==> src/core/srt_consts.vh <==
// Constants for the slow-clock real-time timer: register offsets, mode fields,
// reset values and bus answers. Assumes a 32-bit AXI4-Lite register bus.
//
// Behaviour
// - Slow clock divided by a 16-bit prescaler set by the divisor field.
// - Divisor resets to 0x8000, one wrap per second at 32.768 kHz.
// - 32-bit up-counter wraps to zero after its maximum.
// - Every prescaler wrap sets the wrap flag in status.
// - Calendar second select counts external 1 Hz ticks, divisor ignored.
// - Select 0 counts prescaler wraps; wrap flag always follows the prescaler.
// - Interrupt request falls two slow clock cycles after status read.
// - Counter compared with alarm value; equality sets alarm match flag.
// - Alarm register resets to all ones.
// - Alarm match flag always drives the alarm wake output.
// - Status read clears wrap flag and alarm match flag.
// - Restart bit reloads prescaler, restarts it, clears the counter.
// - Timer disable bit stops the prescaler, counter and alarm compare.
`ifndef SRT_CONSTS_VH
`define SRT_CONSTS_VH

// ----------------------------------------------------------------------------
// Register offsets
// ----------------------------------------------------------------------------
`define SRT_OFS_MODE        4'h0
`define SRT_OFS_ALARM       4'h4
`define SRT_OFS_VALUE       4'h8
`define SRT_OFS_STATUS      4'hC

// ----------------------------------------------------------------------------
// Mode register fields
// ----------------------------------------------------------------------------
`define SRT_MODE_DIV_MSB    15
`define SRT_MODE_ALM_IEN    16
`define SRT_MODE_WRAP_IEN   17
`define SRT_MODE_RESTART    18
`define SRT_MODE_DISABLE    20
`define SRT_MODE_CAL_SEL    24

// ----------------------------------------------------------------------------
// Status register fields
// ----------------------------------------------------------------------------
`define SRT_STAT_ALARM      0
`define SRT_STAT_WRAP       1

// ----------------------------------------------------------------------------
// Reset values and answers
// ----------------------------------------------------------------------------
`define SRT_DIV_RESET       16'h8000
`define SRT_ALARM_RESET     32'hFFFFFFFF
`define SRT_RESP_OKAY       2'h0
`define SRT_RESP_SLVERR     2'h2

`endif

==> src/core/srt_timer.v <==
// Slow-clock real-time timer with an AXI4-Lite register slave.
// Assumes slow_clk_i and cal_tick_i are asynchronous pins far slower than aclk.
`include "srt_consts.vh"
`default_nettype none

module srt_timer
(
    input  wire        aclk,
    input  wire        aresetn,
    input  wire        slow_clk_i,
    input  wire        cal_tick_i,
    input  wire [3:0]  s_axi_awaddr,
    input  wire [2:0]  s_axi_awprot,
    input  wire        s_axi_awvalid,
    output reg         s_axi_awready,
    input  wire [31:0] s_axi_wdata,
    input  wire [3:0]  s_axi_wstrb,
    input  wire        s_axi_wvalid,
    output reg         s_axi_wready,
    output reg  [1:0]  s_axi_bresp,
    output reg         s_axi_bvalid,
    input  wire        s_axi_bready,
    input  wire [3:0]  s_axi_araddr,
    input  wire [2:0]  s_axi_arprot,
    input  wire        s_axi_arvalid,
    output reg         s_axi_arready,
    output reg  [31:0] s_axi_rdata,
    output reg  [1:0]  s_axi_rresp,
    output reg         s_axi_rvalid,
    input  wire        s_axi_rready,
    output reg         irq_o,
    output reg         alarm_o
);

    // ------------------------------------------------------------------------
    // Input synchronisers and edge detection
    // ------------------------------------------------------------------------
    reg  [2:0]  slow_sync_r;
    reg  [2:0]  cal_sync_r;
    wire        slow_tick;
    wire        cal_tick;

    always @(posedge aclk)
    begin
        if (!aresetn)
        begin
            slow_sync_r <= 3'h0;
            cal_sync_r  <= 3'h0;
        end
        else
        begin
            slow_sync_r <= {slow_sync_r[1:0], slow_clk_i};
            cal_sync_r  <= {cal_sync_r[1:0], cal_tick_i};
        end
    end

    // Edge detectors look only at the second and third stages
    assign slow_tick = slow_sync_r[1] & ~slow_sync_r[2];
    assign cal_tick  = cal_sync_r[1] & ~cal_sync_r[2];

    // ------------------------------------------------------------------------
    // Register state
    // ------------------------------------------------------------------------
    reg  [15:0] divisor_r;
    reg         alm_ien_r;
    reg         wrap_ien_r;
    reg         disable_r;
    reg         cal_sel_r;
    reg  [31:0] alarm_r;
    reg  [15:0] presc_r;
    reg  [31:0] count_r;
    reg         wrap_flag_r;
    reg         alm_flag_r;
    reg         irq_d1_r;
    reg         irq_d2_r;

    // Write channel holding state
    reg         aw_hold_r;
    reg  [3:0]  awaddr_r;
    reg         w_hold_r;
    reg  [31:0] wdata_r;
    reg  [3:0]  wstrb_r;

    wire        aw_fire   = s_axi_awvalid & s_axi_awready;
    wire        w_fire    = s_axi_wvalid & s_axi_wready;
    wire        ar_fire   = s_axi_arvalid & s_axi_arready;
    wire        wr_do     = aw_hold_r & w_hold_r & ~s_axi_bvalid;
    wire        wr_mode   = wr_do & ({awaddr_r[3:2], 2'h0} == `SRT_OFS_MODE);
    wire        wr_alarm  = wr_do & ({awaddr_r[3:2], 2'h0} == `SRT_OFS_ALARM);
    wire        wr_ok     = wr_mode | wr_alarm;
    wire        restart   = wr_mode & wstrb_r[2] & wdata_r[`SRT_MODE_RESTART];
    wire        stat_read = ar_fire & ({s_axi_araddr[3:2], 2'h0} == `SRT_OFS_STATUS);

    // ------------------------------------------------------------------------
    // Prescaler and counter
    // ------------------------------------------------------------------------
    wire        run       = ~disable_r & slow_tick;
    wire        presc_end = (presc_r >= divisor_r - 16'h0001);
    wire        wrap_ev   = run & presc_end;
    wire        cnt_ev    = ~disable_r & (cal_sel_r ? cal_tick : wrap_ev);
    wire        match     = ~disable_r & (count_r == alarm_r);

    always @(posedge aclk)
    begin
        if (!aresetn)
        begin
            presc_r <= 16'h0000;
            count_r <= 32'h00000000;
        end
        else if (restart)
        begin
            presc_r <= 16'h0000;
            count_r <= 32'h00000000;
        end
        else
        begin
            if (run)
                presc_r <= presc_end ? 16'h0000 : presc_r + 16'h0001;
            if (cnt_ev)
                count_r <= count_r + 32'h00000001;
        end
    end

    // ------------------------------------------------------------------------
    // Alarm value byte lanes
    // ------------------------------------------------------------------------
    wire [31:0] alarm_nxt;
    genvar      lane;

    generate
        for (lane = 0; lane < 4; lane = lane + 1)
        begin : g_alarm_lane
            assign alarm_nxt[lane*8 +: 8] = (wr_alarm & wstrb_r[lane]) ? wdata_r[lane*8 +: 8]
                                                                       : alarm_r[lane*8 +: 8];
        end
    endgenerate

    // ------------------------------------------------------------------------
    // Mode and alarm registers
    // ------------------------------------------------------------------------
    always @(posedge aclk)
    begin
        if (!aresetn)
        begin
            divisor_r  <= `SRT_DIV_RESET;
            alm_ien_r  <= 1'b0;
            wrap_ien_r <= 1'b0;
            disable_r  <= 1'b0;
            cal_sel_r  <= 1'b0;
            alarm_r    <= `SRT_ALARM_RESET;
        end
        else
        begin
            if (wr_mode)
            begin
                if (wstrb_r[0])
                    divisor_r[7:0] <= wdata_r[7:0];
                if (wstrb_r[1])
                    divisor_r[15:8] <= wdata_r[15:8];
                if (wstrb_r[2])
                begin
                    alm_ien_r  <= wdata_r[`SRT_MODE_ALM_IEN];
                    wrap_ien_r <= wdata_r[`SRT_MODE_WRAP_IEN];
                    disable_r  <= wdata_r[`SRT_MODE_DISABLE];
                end
                if (wstrb_r[3])
                    cal_sel_r <= wdata_r[`SRT_MODE_CAL_SEL];
            end
            alarm_r <= alarm_nxt;
        end
    end

    // ------------------------------------------------------------------------
    // Status flags, alarm output and interrupt
    // ------------------------------------------------------------------------
    always @(posedge aclk)
    begin
        if (!aresetn)
        begin
            wrap_flag_r <= 1'b0;
            alm_flag_r  <= 1'b0;
            irq_d1_r    <= 1'b0;
            irq_d2_r    <= 1'b0;
            irq_o       <= 1'b0;
            alarm_o     <= 1'b0;
        end
        else
        begin
            // A new event in the read cycle wins over the clear
            if (wrap_ev)
                wrap_flag_r <= 1'b1;
            else if (stat_read)
                wrap_flag_r <= 1'b0;
            if (match)
                alm_flag_r <= 1'b1;
            else if (stat_read)
                alm_flag_r <= 1'b0;
            alarm_o <= alm_flag_r;
            // Request level advances one stage per slow clock rising edge
            if (slow_tick)
            begin
                irq_d1_r <= (alm_flag_r & alm_ien_r) | (wrap_flag_r & wrap_ien_r);
                irq_d2_r <= irq_d1_r;
            end
            irq_o <= irq_d2_r & (alm_ien_r | wrap_ien_r);
        end
    end

    // ------------------------------------------------------------------------
    // AXI4-Lite write channels
    // ------------------------------------------------------------------------
    always @(posedge aclk)
    begin
        if (!aresetn)
        begin
            aw_hold_r     <= 1'b0;
            awaddr_r      <= 4'h0;
            w_hold_r      <= 1'b0;
            wdata_r       <= 32'h00000000;
            wstrb_r       <= 4'h0;
            s_axi_awready <= 1'b0;
            s_axi_wready  <= 1'b0;
            s_axi_bvalid  <= 1'b0;
            s_axi_bresp   <= `SRT_RESP_OKAY;
        end
        else
        begin
            if (aw_fire)
            begin
                aw_hold_r <= 1'b1;
                awaddr_r  <= s_axi_awaddr;
            end
            if (w_fire)
            begin
                w_hold_r <= 1'b1;
                wdata_r  <= s_axi_wdata;
                wstrb_r  <= s_axi_wstrb;
            end
            if (wr_do)
            begin
                aw_hold_r    <= 1'b0;
                w_hold_r     <= 1'b0;
                s_axi_bvalid <= 1'b1;
                s_axi_bresp  <= wr_ok ? `SRT_RESP_OKAY : `SRT_RESP_SLVERR;
            end
            else if (s_axi_bvalid & s_axi_bready)
                s_axi_bvalid <= 1'b0;
            s_axi_awready <= ~aw_hold_r & ~aw_fire & ~s_axi_bvalid & ~wr_do;
            s_axi_wready  <= ~w_hold_r & ~w_fire & ~s_axi_bvalid & ~wr_do;
        end
    end

    // ------------------------------------------------------------------------
    // Read data selection
    // ------------------------------------------------------------------------
    reg  [31:0] rdata_nxt;

    always @*
    begin
        case ({s_axi_araddr[3:2], 2'h0})
            `SRT_OFS_MODE:
                rdata_nxt = {7'h00, cal_sel_r, 3'h0, disable_r, 2'h0,
                             wrap_ien_r, alm_ien_r, divisor_r};
            `SRT_OFS_ALARM:
                rdata_nxt = alarm_r;
            `SRT_OFS_VALUE:
                rdata_nxt = count_r;
            default:
                rdata_nxt = {30'h0, wrap_flag_r, alm_flag_r};
        endcase
    end

    // ------------------------------------------------------------------------
    // AXI4-Lite read channels
    // ------------------------------------------------------------------------
    always @(posedge aclk)
    begin
        if (!aresetn)
        begin
            s_axi_arready <= 1'b0;
            s_axi_rvalid  <= 1'b0;
            s_axi_rdata   <= 32'h00000000;
            s_axi_rresp   <= `SRT_RESP_OKAY;
        end
        else
        begin
            if (ar_fire)
            begin
                s_axi_rvalid <= 1'b1;
                s_axi_rresp  <= `SRT_RESP_OKAY;
                s_axi_rdata <= rdata_nxt;
            end
            else if (s_axi_rvalid & s_axi_rready)
                s_axi_rvalid <= 1'b0;
            s_axi_arready <= ~s_axi_rvalid & ~ar_fire;
        end
    end

endmodule

`default_nettype wire

==> config.mk <==
export PLATFORM = sky130hd
export DESIGN_NAME = srt_timer
export DESIGN_NICKNAME = d
export VERILOG_FILES = /design/src/core/srt_timer.v
export VERILOG_INCLUDE_DIRS = /design/src /design/src/core
export SDC_FILE = /design/constraint.sdc
export NUM_CORES = 1
export LEC_CHECK = 0
export BUFFER_PORTS_ARGS = -buffer_cell sky130_fd_sc_hd__buf_2
export CAP_MARGIN = 15
export CORE_ASPECT_RATIO = 0.9
export CORE_MARGIN = 2
export CORE_UTILIZATION = 30
export CTS_CLUSTER_DIAMETER = 120
export CTS_CLUSTER_SIZE = 8
export DETAILED_ROUTE_END_ITERATION = 8
export PLACE_DENSITY = 0.57
export SKIP_LAST_GASP = 1
export SLEW_MARGIN = 20
export SYNTH_ARGS = -nofsm -noshare
export SYNTH_HDL_FRONTEND = slang
export SYNTH_SLANG_ARGS = --single-unit
==> constraint.sdc <==
create_clock -name aclk -period 4.15 [get_ports aclk]
set_input_delay 0.6225 -clock aclk [delete_from_list [all_inputs] [get_ports aclk]]
set_output_delay 0.6225 -clock aclk [all_outputs]
set_load 0.02 [all_outputs]
# Yosys cells after proc, flatten, opt, wreduce, memory -nomap -nowiden
# Cells that the tools add are included.
# op_classes
n_addsub	3
n_lt_le_gt_ge	1
n_eq_ne	5
mux	11
bitwise	47
reduce_logical	12
# op_table
cell	n
one-hot mux 32 bit (3 select lines)	1
adder 32 x 1 -> 32 bit, second input constant	1
bitwise AND 1 bit	32
== test 32 bit	1
adder 16 x 1 -> 16 bit, second input constant	1
>= comparator 16 bit	1
two-way mux 16 bit	1
subtractor 16 x 1 -> 16 bit, second input constant	1
NOT 1 bit	12
two-way mux 1 bit	8
AND reduction 2 bit	4
nonzero test 2 bit	4
== test 2 x 1 -> 1 bit, second input constant	2
== test 2 bit, second input constant	2
zero test 2 bit	2
OR reduction 2 bit	2
bitwise OR 1 bit	3
two-way mux 2 bit	1
# totals
reg_bits	193
input_bits	59

# Longest topological paths before layout
# Gate-level depths: netlist of the first run.
# logic_depth
word_depth	6
mapped_depth	16

# Worst setup path before layout of the first run
# No wires, ideal clock.
# synth_path
path_kind	reg2reg
start	reg divisor_r[2]
end	reg count_r[20]
setup_ps	70
arrival_ps	3073
t_required_ps	4080
slack_ps	1006
path_stages_with_launch	16
path_buffers	2
synth_period_minus_slack_ps	3144
path_cell_list	dfxtp_1 -> nor3_1 -> nand2b_1 -> nor2_1 -> and3_1 -> nand2_1 -> xor2_1 -> ha_1 -> nand4_1 -> nor3_2 -> o311ai_1 -> and3_1 -> buf_2 -> buf_6 -> or4_1 -> a21oi_1
# synth_between
elab_chain_cells	5
# synth_lines
item	line_no	rtl
from (decl)	srt_timer.v:64	reg [15:0] divisor_r;
from (signal assigned)	srt_timer.v:145	divisor_r <= `SRT_DIV_RESET;
from (signal assigned)	srt_timer.v:157	divisor_r[7:0] <= wdata_r[7:0];
subtractor 16 x 1 -> 16 bit	srt_timer.v:98	wire presc_end = (presc_r >= divisor_r - 16'h0001);
>= comparator 16 bit	srt_timer.v:98	
bitwise AND 1 bit	srt_timer.v:99	wire wrap_ev = run & presc_end;
two-way mux 1 bit	srt_timer.v:100	wire cnt_ev = ~disable_r & (cal_sel_r ? cal_tick : wrap_ev);
bitwise AND 1 bit	srt_timer.v:100	
to (signal assigned)	srt_timer.v:120	count_r <= count_r + 32'h00000001;
to (decl)	srt_timer.v:71	reg [31:0] count_r;
# Every way passes these cells.
# A chain may end at the register's enable or synchronous reset.

# Worst setup path after layout of the first run
# layout_path
start	reg divisor_r[2]
end	reg count_r[13]
# The elaborated chain is that of the path after synthesis.

==> key figures, run 1 <==
Detailed routing
  – Final wirelength: 24.7 mm
  – Vias: 7809
  – # DRC: 0
  – WL/cell: 16.1 microns
  – 1st-pass router iterations: 5
  – Iter 0 DRT Violations: 654
  – DR vias/cell: 5.08
  – Final ANT Viol Nets: 0

Placed design
  – Post-Place Setup Slack: 0.439 ns
  – # port buffers: 88
  – DP HPWL: 18.1 mm
  – Gp weighted congestion: 0.843

Clocking
  – Clk_lat worst skew: 0.44 ns
  – Hold_buf cts: 0
  – CTS root buffer: clkbuf_16
  – Clock sink total: 190
  – Post-CTS setup repair buffer count: 0
  – CTS Buf Count: 17
  – CTS tree: yes
  – Post-CTS sizing: 0
  – Clock Path Buffers: 2
  – Clk slew on worst S/H paths: 0.08 ns
  – CTS H-tree lvls: 4

Finish
  – Fraction of layout cells with a size suffix above 1: 12.7%
  – Area growth from synthesis to layout: 14.9%
  – N_diodes: 0
  – Final core utilization: 35.2%
  – NumNets Final: 1207

Global route
  – Maximum number of pins on one net before global-route repair: 71
  – Initial antenna violation count: 1
  – Tot GR Track Use: 16.2%
  – GRT overflow: 0
  – First-pass GRT wire length: 39.7 mm
  – Vias in the first global route: 7145

STA
  – Worst relative slew slack: 27.7%
  – Max-slew violations: 0
  – Finish-stage setup viols: 0
  – Worst-margin pin slew: 1.08 ns
  – Fmax: 263 MHz
  – Sum of negative setup slack: 0 ns
  – Final setup skew: 0.0108 ns
  – RSZ-0062 raised after global routing: no
  – Final Hold Violating Endpoints: 0
  – Final hold slack: 0.418 ns
  – Worst setup margin: 0.349 ns
  – Post-route clock period utilization: 91.6%
  – Minimum clock period: 3.80 ns

Floorplan
  – Ports: 102
  – Core area: 28900 sq um
  – Die area: 30900 sq um
  – Die H: 167 microns
  – Row cnt: 59
  – Die X: 185 microns
  – Initial Util: 30.6%

Worst setup path
  – R2R Setup Slk: 0.35 ns
  – Worst setup path class: reg -> reg
  – Crit end category: flip-flop
  – Arrival time at the worst endpoint: 4.17 ns
  – CP Max Fanout: 40
  – CP startpoint kind: flip-flop
  – CP Data Required Time: 4.52 ns

Power and ir drop
  – Leak pwr: 3.92 nW
  – PD cells: 385 nW/um^2
  – Total power: 3.91 mW
  – VDD IR max: 0.267 mV

Synthesis
  – Post-synth cell types: 53
  – Cells after Synth: 1086
  – Area leader, netlist: dfxtp_1
  – Post-synth top area share: 43.0%
  – Ys Warns: 0
  – Post-synthesis async set-or-reset flop share: 0%
  – Synth Cell Area: 8850 sq um
  – Synth top area cells: dfxtp_1 43%, nand2_1 6.9%, nand3_1 6.2%
  – Number of flops mapped to enable cells by yosys: 0
  – Syn_area_per_cell: 8.15 sq um
  – Seq cells post-synth: 190
  – Register area share after synthesis: 43.0%
  – Primary FF master, synth: dfxtp_1

Status
  – Status: finished clean

Worst hold path
  – Hold/Removal Path Class: in -> reg

Flow run
  – Max-Cap Viols: 0
[path summary, 6_finish.rpt]
path / start / endpoint / depth (start not counted)
worst max-delay path: divisor_r[2] / count_r[13] / 14
worst min-delay path: s_axi_wstrb[2] / wstrb_r[2] / 3
worst max register to register: divisor_r[2] / count_r[13] / 14
worst min register to register: slow_sync_r[0] / slow_sync_r[1] / 1
[synth_stat cells, types with 12 or more instances]
cell	count
a21oi_1	100
xor2_1	22
nor2_1	85
and3_1	12
a211oi_1	19
or4_1	25
inv_1	14
ha_1	19
and2_1	14
clkbuf_1	55
xnor2_1	38
nand3_1	109
dfxtp_1	190
nand2_1	163
nand4_1	21
o31ai_1	24
a221oi_1	12
o21ai_0	14
mux2i_1	24
nor3_1	36
[layout make-up]
| cell class | instances | area, sq um |
|---|---|---|
| repair buffers | 102 | 558 |
| inverters | 15 | 56.3 |
| clock buffers | 18 | 429 |
| flip-flops and latches | 190 | 3800 |
| fillers | 3130 | 18800 |
| clock inverters | 14 | 195 |
| well taps | 396 | 495 |
| multi-input cells | 803 | 4640 |
[critical path, stage by stage (launching register included)]
cell and delay, ns:
dfxtp_1 0.36, nor3_1 0.30, nand2b_1 0.11, nor2_1 0.19
nand3_1 0.13, nor4_1 0.25, xnor2_1 0.13, ha_1 0.32
nand4_1 0.12, nor3_2 0.26, o311ai_1 0.24, and3_1 0.40
buf_12 0.26, or4_1 0.50, a21oi_1 0.16
[power breakdown]
part / leakage (nW) / internal [mW] / total, mW / switching (mW)
combinational: 2.07 / 0.0929 / 0.276 / 0.183
sequential: 1.54 / 1.87 / 1.91 / 0.0386
clock: 0.304 / 0.926 / 1.73 / 0.804
total: 3.92 / 2.89 / 3.91 / 1.03
[cell families after synthesis]
kind of cell / after synthesis / synth area share, %
xor+xnor: 60 / 5.94
flops: 190 / 43.0
simple gates: 508 / 27.7
other cells: 1 / 0.0424
mux: 24 / 2.71
compound gates: 189 / 13.1
fa+ha+maj: 19 / 2.69
buf+inv: 95 / 4.88
[stage by stage]
stage          instances  area, sq um
2_1_floorplan       1088         8860
3_3_place_gp        1506         9550
3_5_place_dp        1506         9550
4_1_cts             1538        10200
5_1_grt             1538        10200
6_report            1538        10200
[layer usage]
layer  track usage (%)  part of all wire, %
met4              5.04                  2.4
met2              23.8                   42
met5                 0                    0
met3              2.60                  5.1
met1              24.1                   50
[layout by cell type, fill, tap and decap left out, types with 3 or more instances in the layout]
master,instances
a31oi_1,3
inv_6,4
clkinv_8,3
nand3_1,109
xor2_1,22
nand2b_1,5
inv_8,3
or4_1,25
mux2i_1,24
and3_1,12
a21oi_1,100
inv_1,14
and4_1,3
o21ai_0,13
buf_2,88
nor3_1,36
a221oi_1,12
o221ai_1,3
and2_1,14
nand4_1,21
xnor2_1,38
nand3b_1,4
buf_4,13
clkbuf_16,17
nor4_1,8
or3_1,6
a211oi_1,19
dfxtp_1,190
conb_1,3
o211ai_1,3
nor2_1,85
nor2b_1,5
o31ai_1,24
nand2_1,163
ha_1,19
[state kept, by name, indices dropped and copies added, names as in the netlist, 2 cells and up]
| name | count |
|---|---|
| presc_r | 16 |
| awaddr_r | 2 |
| alarm_r | 32 |
| count_r | 32 |
| wstrb_r | 4 |
| cal_sync_r | 3 |
| slow_sync_r | 3 |
| s_axi_rdata | 32 |
| divisor_r | 16 |
| wdata_r | 32 |
(Power assumes the default switching activity.)
==> inputs of run 2 (changes only) <==
- CORE_UTILIZATION: 30 -> 35
- CTS_CLUSTER_DIAMETER: 120 -> not set
- PLACE_DENSITY: 0.57 -> 0.62
- RECOVER_POWER: not set -> 25
==> run 2 against run 1 <==
  * The run now ends with capacitance limit, slew limit left
  * Register-to-register slack improved by 0.08 ns
  * Count of clock-buffer cells in the layout increased by 1
  * Power shrank 3.3%
  * Fmax is 2.0% higher
  * Global-route usage rose by 2.3 points
  * Critical path depth stayed put
  * Routed wire length down 1.3%
  * Sequential cell count unchanged
  * Non-clock buffer count grew 2
  * Clock power shrank 7%
  * Largest cell class unchanged
  * Largest power group unchanged
==> key figures, run 2 (synthesized netlist as in run 1, its figures left out) <==
Status
  – Status: finished, violations left
  – Failing checks: capacitance limit, slew limit

Clocking
  – CTS tree: yes
  – Clock Path Buffers: 2 (unchanged)
  – Post-CTS setup repair buffer count: 0 (unchanged)
  – CTS Buf Count: 17 (unchanged)
  – Clock sink total: 190 (unchanged)
  – CTS root buffer: clkbuf_16
  – CTS H-tree lvls: 4 (unchanged)
  – Clk_lat worst skew: 0.44 ns (about the same)
  – Clk slew on worst S/H paths: 0.08 ns (about the same)

Finish
  – Fraction of layout cells with a size suffix above 1: 9.18% (-3.5 points)
  – Fillers: 2533 (-19%)
  – Final core utilization: 40.1% (+4.9 points)
  – Non-filler cells, final: 1487 (-3.3%)
  – Final instance area: 10000 sq um (-1.6%)
  – Most common cell after layout, fill and taps aside: dfxtp_1
  – NumNets Final: 1209 (+0.17%)
  – Multi-input gate area: 4640 sq um (+0.11%)
  – Sequential Area: 3800 sq um (unchanged)
  – Area growth from synthesis to layout: 13.0%
  – Most frequent cells in the layout: 190 x dfxtp_1, 163 x nand2_1, 109 x nand3_1

STA
  – Worst-margin pin slew: 1.90 ns (+0.822 ns)
  – Worst setup margin: 0.425 ns (+0.0761 ns)
  – RSZ-0062 raised after global routing: no
  – Sum of negative setup slack: 0 ns (unchanged)
  – Finish-stage setup viols: 0 (unchanged)
  – Minimum clock period: 3.72 ns (-0.0761 ns)
  – Fmax: 268 MHz (+2.0%)
  – Max-slew violations: 45 (+45)
  – Post-route clock period utilization: 89.8% (-1.8 points)
  – Worst relative slew slack: -26.9% (-55 points)
  – Final Hold Violating Endpoints: 0 (unchanged)
  – Final setup skew: 0.0116 ns (+0.000755 ns)

Global route
  – GR peak layer: met1
  – Routing usage on met2: 26.6% (+2.8 points)
  – First-pass GRT wire length: 39.0 mm (-1.9%)
  – Grt met1 use: 27.8% (+3.7 points)
  – Vias in the first global route: 7114 (-0.43%)
  – Met3 Usage GRT: 2.77% (+0.17 points)
  – Tot GR Track Use: 18.5% (+2.3 points)
  – Maximum number of pins on one net before global-route repair: 63 (-11%)
  – Initial antenna violation count: 1 (unchanged)
  – GRT overflow: 0 (unchanged)

Worst setup path
  – CP peak stage delay: 0.51 ns (about the same)
  – Crit end category: flip-flop
  – R2R Setup Slk: 0.43 ns (+0.08 ns)
  – Worst setup path class: reg -> reg
  – CP Max Fanout: 32 (-20%)
  – CP startpoint kind: flip-flop
  – Worst R2R Path Depth: 14 (unchanged)
  – Arrival time at the worst endpoint: 4.09 ns (-0.08 ns)
  – CP max-delay cell: or4_1
  – CP Data Required Time: 4.52 ns (about the same)
  – CP Launch Point: divisor_r[2]
  – Worst R2R Start: divisor_r[2]
  – Worst path cell trace: nor3_1 -> nand2b_1 -> nor2_1 -> nand3_1 -> nor4_1 -> xnor2_1 -> ha_1 -> nand4_1 -> nor3_2 -> o311ai_1 -> and3_4 -> buf_4 -> or4_1 -> a21oi_1

Detailed routing
  – Vias: 7890 (+1.0%)
  – # DRC: 0 (unchanged)
  – Final ANT Viol Nets: 0 (unchanged)
  – WL/cell: 16.4 microns (+2.0%)
  – Final wirelength: 24.4 mm (-1.3%)
  – 1st-pass router iterations: 7 (+2)
  – DR vias/cell: 5.31 (+4.5%)
  – Iter 0 DRT Violations: 757 (+16%)

Floorplan
  – Core area: 25000 sq um (-14%)
  – Ports: 102 (unchanged)
  – Die area: 26600 sq um (-14%)
  – Initial Util: 35.4% (+4.8 points)
  – Row cnt: 55 (-6.8%)
  – Die H: 155 microns (-7.2%)
  – Die X: 172 microns (-7.3%)

Placed design
  – Post-Place Setup Slack: 0.171 ns (-0.268 ns)
  – # port buffers: 88 (unchanged)
  – Gp weighted congestion: 0.883 (+4.8%)
  – Inst Count DP: 1454 (-3.5%)
  – Placed instance area: 9480 sq um (-0.68%)
  – DP HPWL: 17.6 mm (-3.0%)

Power and ir drop
  – Sw power: 1.01 mW (-1.8%)
  – PD cells: 378 nW/um^2 (-1.7%)
  – Leak pwr: 3.72 nW (-5.0%)
  – Reg power frac: 50.4% (+1.6 points)
  – Clk network pwr share: 42.6% (-1.6 points)
  – Switching Share: 26.6% (+0.39 points)
  – Cell Int Power: 2.78 mW (-3.8%)
  – Gate power share: 7.0% (about the same)
  – VDD IR max: 0.252 mV (-5.7%)

Worst hold path
  – Hold Path Origin: cal_tick_i
  – Hold/Removal Path Class: in -> reg
  – Hold Path Depth: 2 (-1)

Flow run
  – Max-Cap Viols: 1 (+1)
-- run 2: cell count changes in the layout (fill, tap and decap cells not counted), sizes merged --
| cell | before | now |
|---|---|---|
| buf | 102 | 61 |
| clkinv | 5 | 3 |
| diode | 0 | 1 |
| clkbuf | 18 | 62 |
| bufinv | 2 | 0 |
| clkinvlp | 0 | 3 |
-- run 2: worst paths after layout --
| path | to |
|---|---|
| max | count_r[16] |
| min | cal_sync_r[0] |
| max reg2reg | count_r[16] |
| min reg2reg | cal_sync_r[1] |
-- run 2: area by class of cell --
type                    count  share of cell area [%]
diodes                      1                  0.0250
clock buffers              19                    4.53
clock inverters            13                    1.20
inverters                  15                   0.563
multi-input cells         803                    46.4
flip-flops and latches    190                    38.0
well taps                 342                    4.28
repair buffers            104                    5.01
-- run 2: power by group through the flow --
stage                     Clock (mW)  Combinational [mW]  Sequential (mW)
after detailed placement           0               0.274             1.95
after global routing            1.70               0.295             1.92
after global placement             0               0.272             1.95
after CTS                       1.63               0.274             1.91
final                           1.61               0.265             1.91
after floorplan                    0               0.160             1.97
-- run 2: routing by layer --
metal  share of wire, %  wire length, microns  vias to the layer above
met5                  0                     0                        -
li1                   -                     -                     3926
met3                5.2                  1280                       35
met1                 50                 12100                     3675
met4                2.4                   579                        0
met2                 43                 10400                      254
-- run 2: critical path, delay by kind of cell (launching register included) --
kind | cells | cell delay (ns)
AOI/OAI and AO/OA | 2 | 0.41
xor gates and xnor gates | 1 | 0.12
adders and majority gates | 1 | 0.32
buffers and inverters | 1 | 0.22
DFF | 1 | 0.36
and+or+nand+nor | 9 | 2.19
-- run 2: timing repair --
item,in CTS,in global routing
hold endpoints to repair,0,0
hold buffers,0,0
resized for setup,0,2
setup endpoints to repair,0,27
-- run 2: per-stage QoR --
| step | power (mW) | hold WS (ns) |
|---|---|---|
| 3_5_place_dp | 2.23 | 0.429 |
| 6_report | 3.79 | 0.407 |
| 3_3_place_gp | 2.22 | 0.423 |
| 4_1_cts | 3.81 | 0.401 |
| 2_1_floorplan | 2.13 | 0.412 |
| 5_1_grt | 3.91 | 0.407 |
==> inputs of run 3 (changes only) <==
- SLEW_MARGIN: 20 -> not set
- clock period: 4.15 -> 4.25 ns (I/O delays scaled with it)
==> run 3 against run 2 <==
  * The run still ends with capacitance limit, slew limit left
  * First-iteration DRC count down 5.8%
  * Cell count down 0.34%
  * Register-to-register slack better by 0.02 ns
  * Clock power is essentially flat
  * Largest power group unchanged
==> key figures, run 3 (synthesized netlist as in run 1, its figures left out) <==
Global route
  – GRT overflow: 0 (unchanged)
  – Initial antenna violation count: 0 (-1)
  – Tot GR Track Use: 18.4% (-0.14 points)
  – Vias in the first global route: 7169 (+0.77%)
  – Maximum number of pins on one net before global-route repair: 64 (+1.6%)
  – First-pass GRT wire length: 38.6 mm (-1.1%)

Clocking
  – Post-CTS setup repair buffer count: 0 (unchanged)
  – Clk slew on worst S/H paths: 0.08 ns (about the same)
  – CTS Buf Count: 17 (unchanged)
  – Clk_lat worst skew: 0.44 ns (about the same)
  – Clock Path Buffers: 2 (unchanged)
  – CTS tree: yes
  – CTS root buffer: clkbuf_16
  – CTS H-tree lvls: 4 (unchanged)
  – Clock sink total: 190 (unchanged)
  – Post-CTS sizing: 0 (unchanged)
  – Hold_buf cts: 0 (unchanged)

Power and ir drop
  – Leak pwr: 3.72 nW (about the same)
  – Clk network pwr share: 42.8% (+0.2 points)
  – Sw power: 1.01 mW (+0.57%)
  – Cell Int Power: 2.70 mW (-2.9%)
  – VDD IR max: 0.260 mV (+3.2%)
  – PD cells: 371 nW/um^2 (-1.9%)
  – Reg power frac: 50.2% (-0.2 points)
  – Gate power share: 7.0% (about the same)
  – Switching Share: 27.3% (+0.69 points)

Placed design
  – Inst Count DP: 1450 (-0.28%)
  – # port buffers: 88 (unchanged)
  – Gp weighted congestion: 0.889 (+0.67%)
  – DP HPWL: 17.3 mm (-1.4%)
  – Placed instance area: 9470 sq um (-0.18%)

Floorplan
  – Initial Util: 35.4% (unchanged)
  – Die H: 155 microns (unchanged)
  – Row cnt: 55 (unchanged)
  – Core area: 25000 sq um (unchanged)
  – Die X: 172 microns (unchanged)
  – Die area: 26600 sq um (unchanged)
  – Ports: 102 (unchanged)

Worst hold path
  – Hold/Removal Path Class: in -> reg

STA
  – Final Hold Violating Endpoints: 0 (unchanged)
  – Worst relative slew slack: -27.2% (-0.23 points)
  – RSZ-0062 raised after global routing: no
  – Max-slew violations: 45 (unchanged)
  – Fmax: 263 MHz (-2.0%)
  – Final hold slack: 0.410 ns (+0.00296 ns)
  – Worst-margin pin slew: 1.91 ns (+0.00351 ns)
  – Post-route clock period utilization: 89.5% (-0.30 points)
  – Minimum clock period: 3.80 ns (+0.0769 ns)
  – Finish-stage setup viols: 0 (unchanged)
  – Final setup skew: 0.0157 ns (+0.00411 ns)
  – Sum of negative setup slack: 0 ns (unchanged)

Status
  – Failing checks: capacitance limit, slew limit
  – Status: finished, violations left

Worst setup path
  – R2R Setup Slk: 0.45 ns (+0.02 ns)
  – CP startpoint kind: flip-flop
  – CP Max Fanout: 42 (+31%)
  – Crit end category: flip-flop
  – Worst setup path class: reg -> reg
  – CP Data Required Time: 4.61 ns (+0.09 ns)
  – Arrival time at the worst endpoint: 4.16 ns (+0.07 ns)

Detailed routing
  – Final ANT Viol Nets: 0 (unchanged)
  – WL/cell: 16.3 microns (-0.90%)
  – # DRC: 0 (unchanged)
  – Iter 0 DRT Violations: 713 (-5.8%)
  – 1st-pass router iterations: 7 (unchanged)
  – DR vias/cell: 5.30 (about the same)
  – Final wirelength: 24.1 mm (-1.2%)
  – Vias: 7858 (-0.41%)

Finish
  – Non-filler cells, final: 1482 (-0.34%)
  – Fraction of layout cells with a size suffix above 1: 9.04% (-0.14 points)
  – Final core utilization: 40.0% (about the same)
  – Most frequent cells in the layout: 190 x dfxtp_1, 163 x nand2_1, 109 x nand3_1
  – Most common cell after layout, fill and taps aside: dfxtp_1
  – N_diodes: 0 (-1)
  – Final instance area: 10000 sq um (about the same)
  – NumNets Final: 1205 (-0.33%)
  – Area growth from synthesis to layout: 13.0% (about the same)

Flow run
  – Max-Cap Viols: 1 (unchanged)
[run 3: cell types whose count changed in the layout (fill, tap and decap cells not counted), moves of 2 or more]
cell,change
clkbuf_8,-2
buf_4,-5
clkinvlp_4,-2
buf_2,+2
clkbuf_1,-2
clkinv_8,+4
[run 3: final timing paths]
check | cells after the start | start | end
min | 2 | cal_tick_i | cal_sync_r[0]
max | 14 | divisor_r[2] | count_r[12]
min reg2reg | 2 | wdata_r[30] | wdata_r[30]
max reg2reg | 14 | divisor_r[2] | count_r[12]
[run 3: power by group through the flow]
stage	sequential [mW]	clock, mW	combinational, mW
floorplan	1.92	0	0.157
global placement	1.90	0	0.265
detailed placement	1.90	0	0.268
CTS	1.86	1.61	0.268
global route	1.87	1.69	0.286
finish	1.86	1.59	0.258
[run 3: critical path, stage by stage, from the launching register on]
cell	delay [ns]
dfxtp_1	0.37
nor3_1	0.26
nand2b_1	0.10
nor2_1	0.20
and3_1	0.26
nand2_1	0.08
xor2_1	0.16
ha_1	0.34
nand4_1	0.13
nor3_2	0.25
o311ai_1	0.22
and3_1	0.40
buf_12	0.27
or4_1	0.51
a21oi_1	0.18
[run 3: per-layer routing]
metal / track usage, % / up-vias / part of all wire [%]
li1: - / 3917 / -
met1: 27.2 / 3659 / 48
met2: 26.7 / 245 / 43
met3: 3.23 / 37 / 6.4
met4: 6.21 / 0 / 2.4
met5: 0 / - / 0
[run 3: area by class of cell]
class / count / area (sq um)
Sequential cell: 190 / 3800
Timing Repair Buffer: 100 / 487
Inverter: 15 / 56.3
Fill cell: 2589 / 15000
Tap cell: 342 / 428
Clock buffer: 17 / 425
Multi-Input combinational cell: 803 / 4640
Clock inverter: 15 / 166
[run 3: through the flow]
step	setup WS (ns)	power, mW
finish	0.448	3.71
global placement	0.612	2.17
CTS	0.485	3.75
global route	0.156	3.85
floorplan	1.11	2.08
detailed placement	0.529	2.17
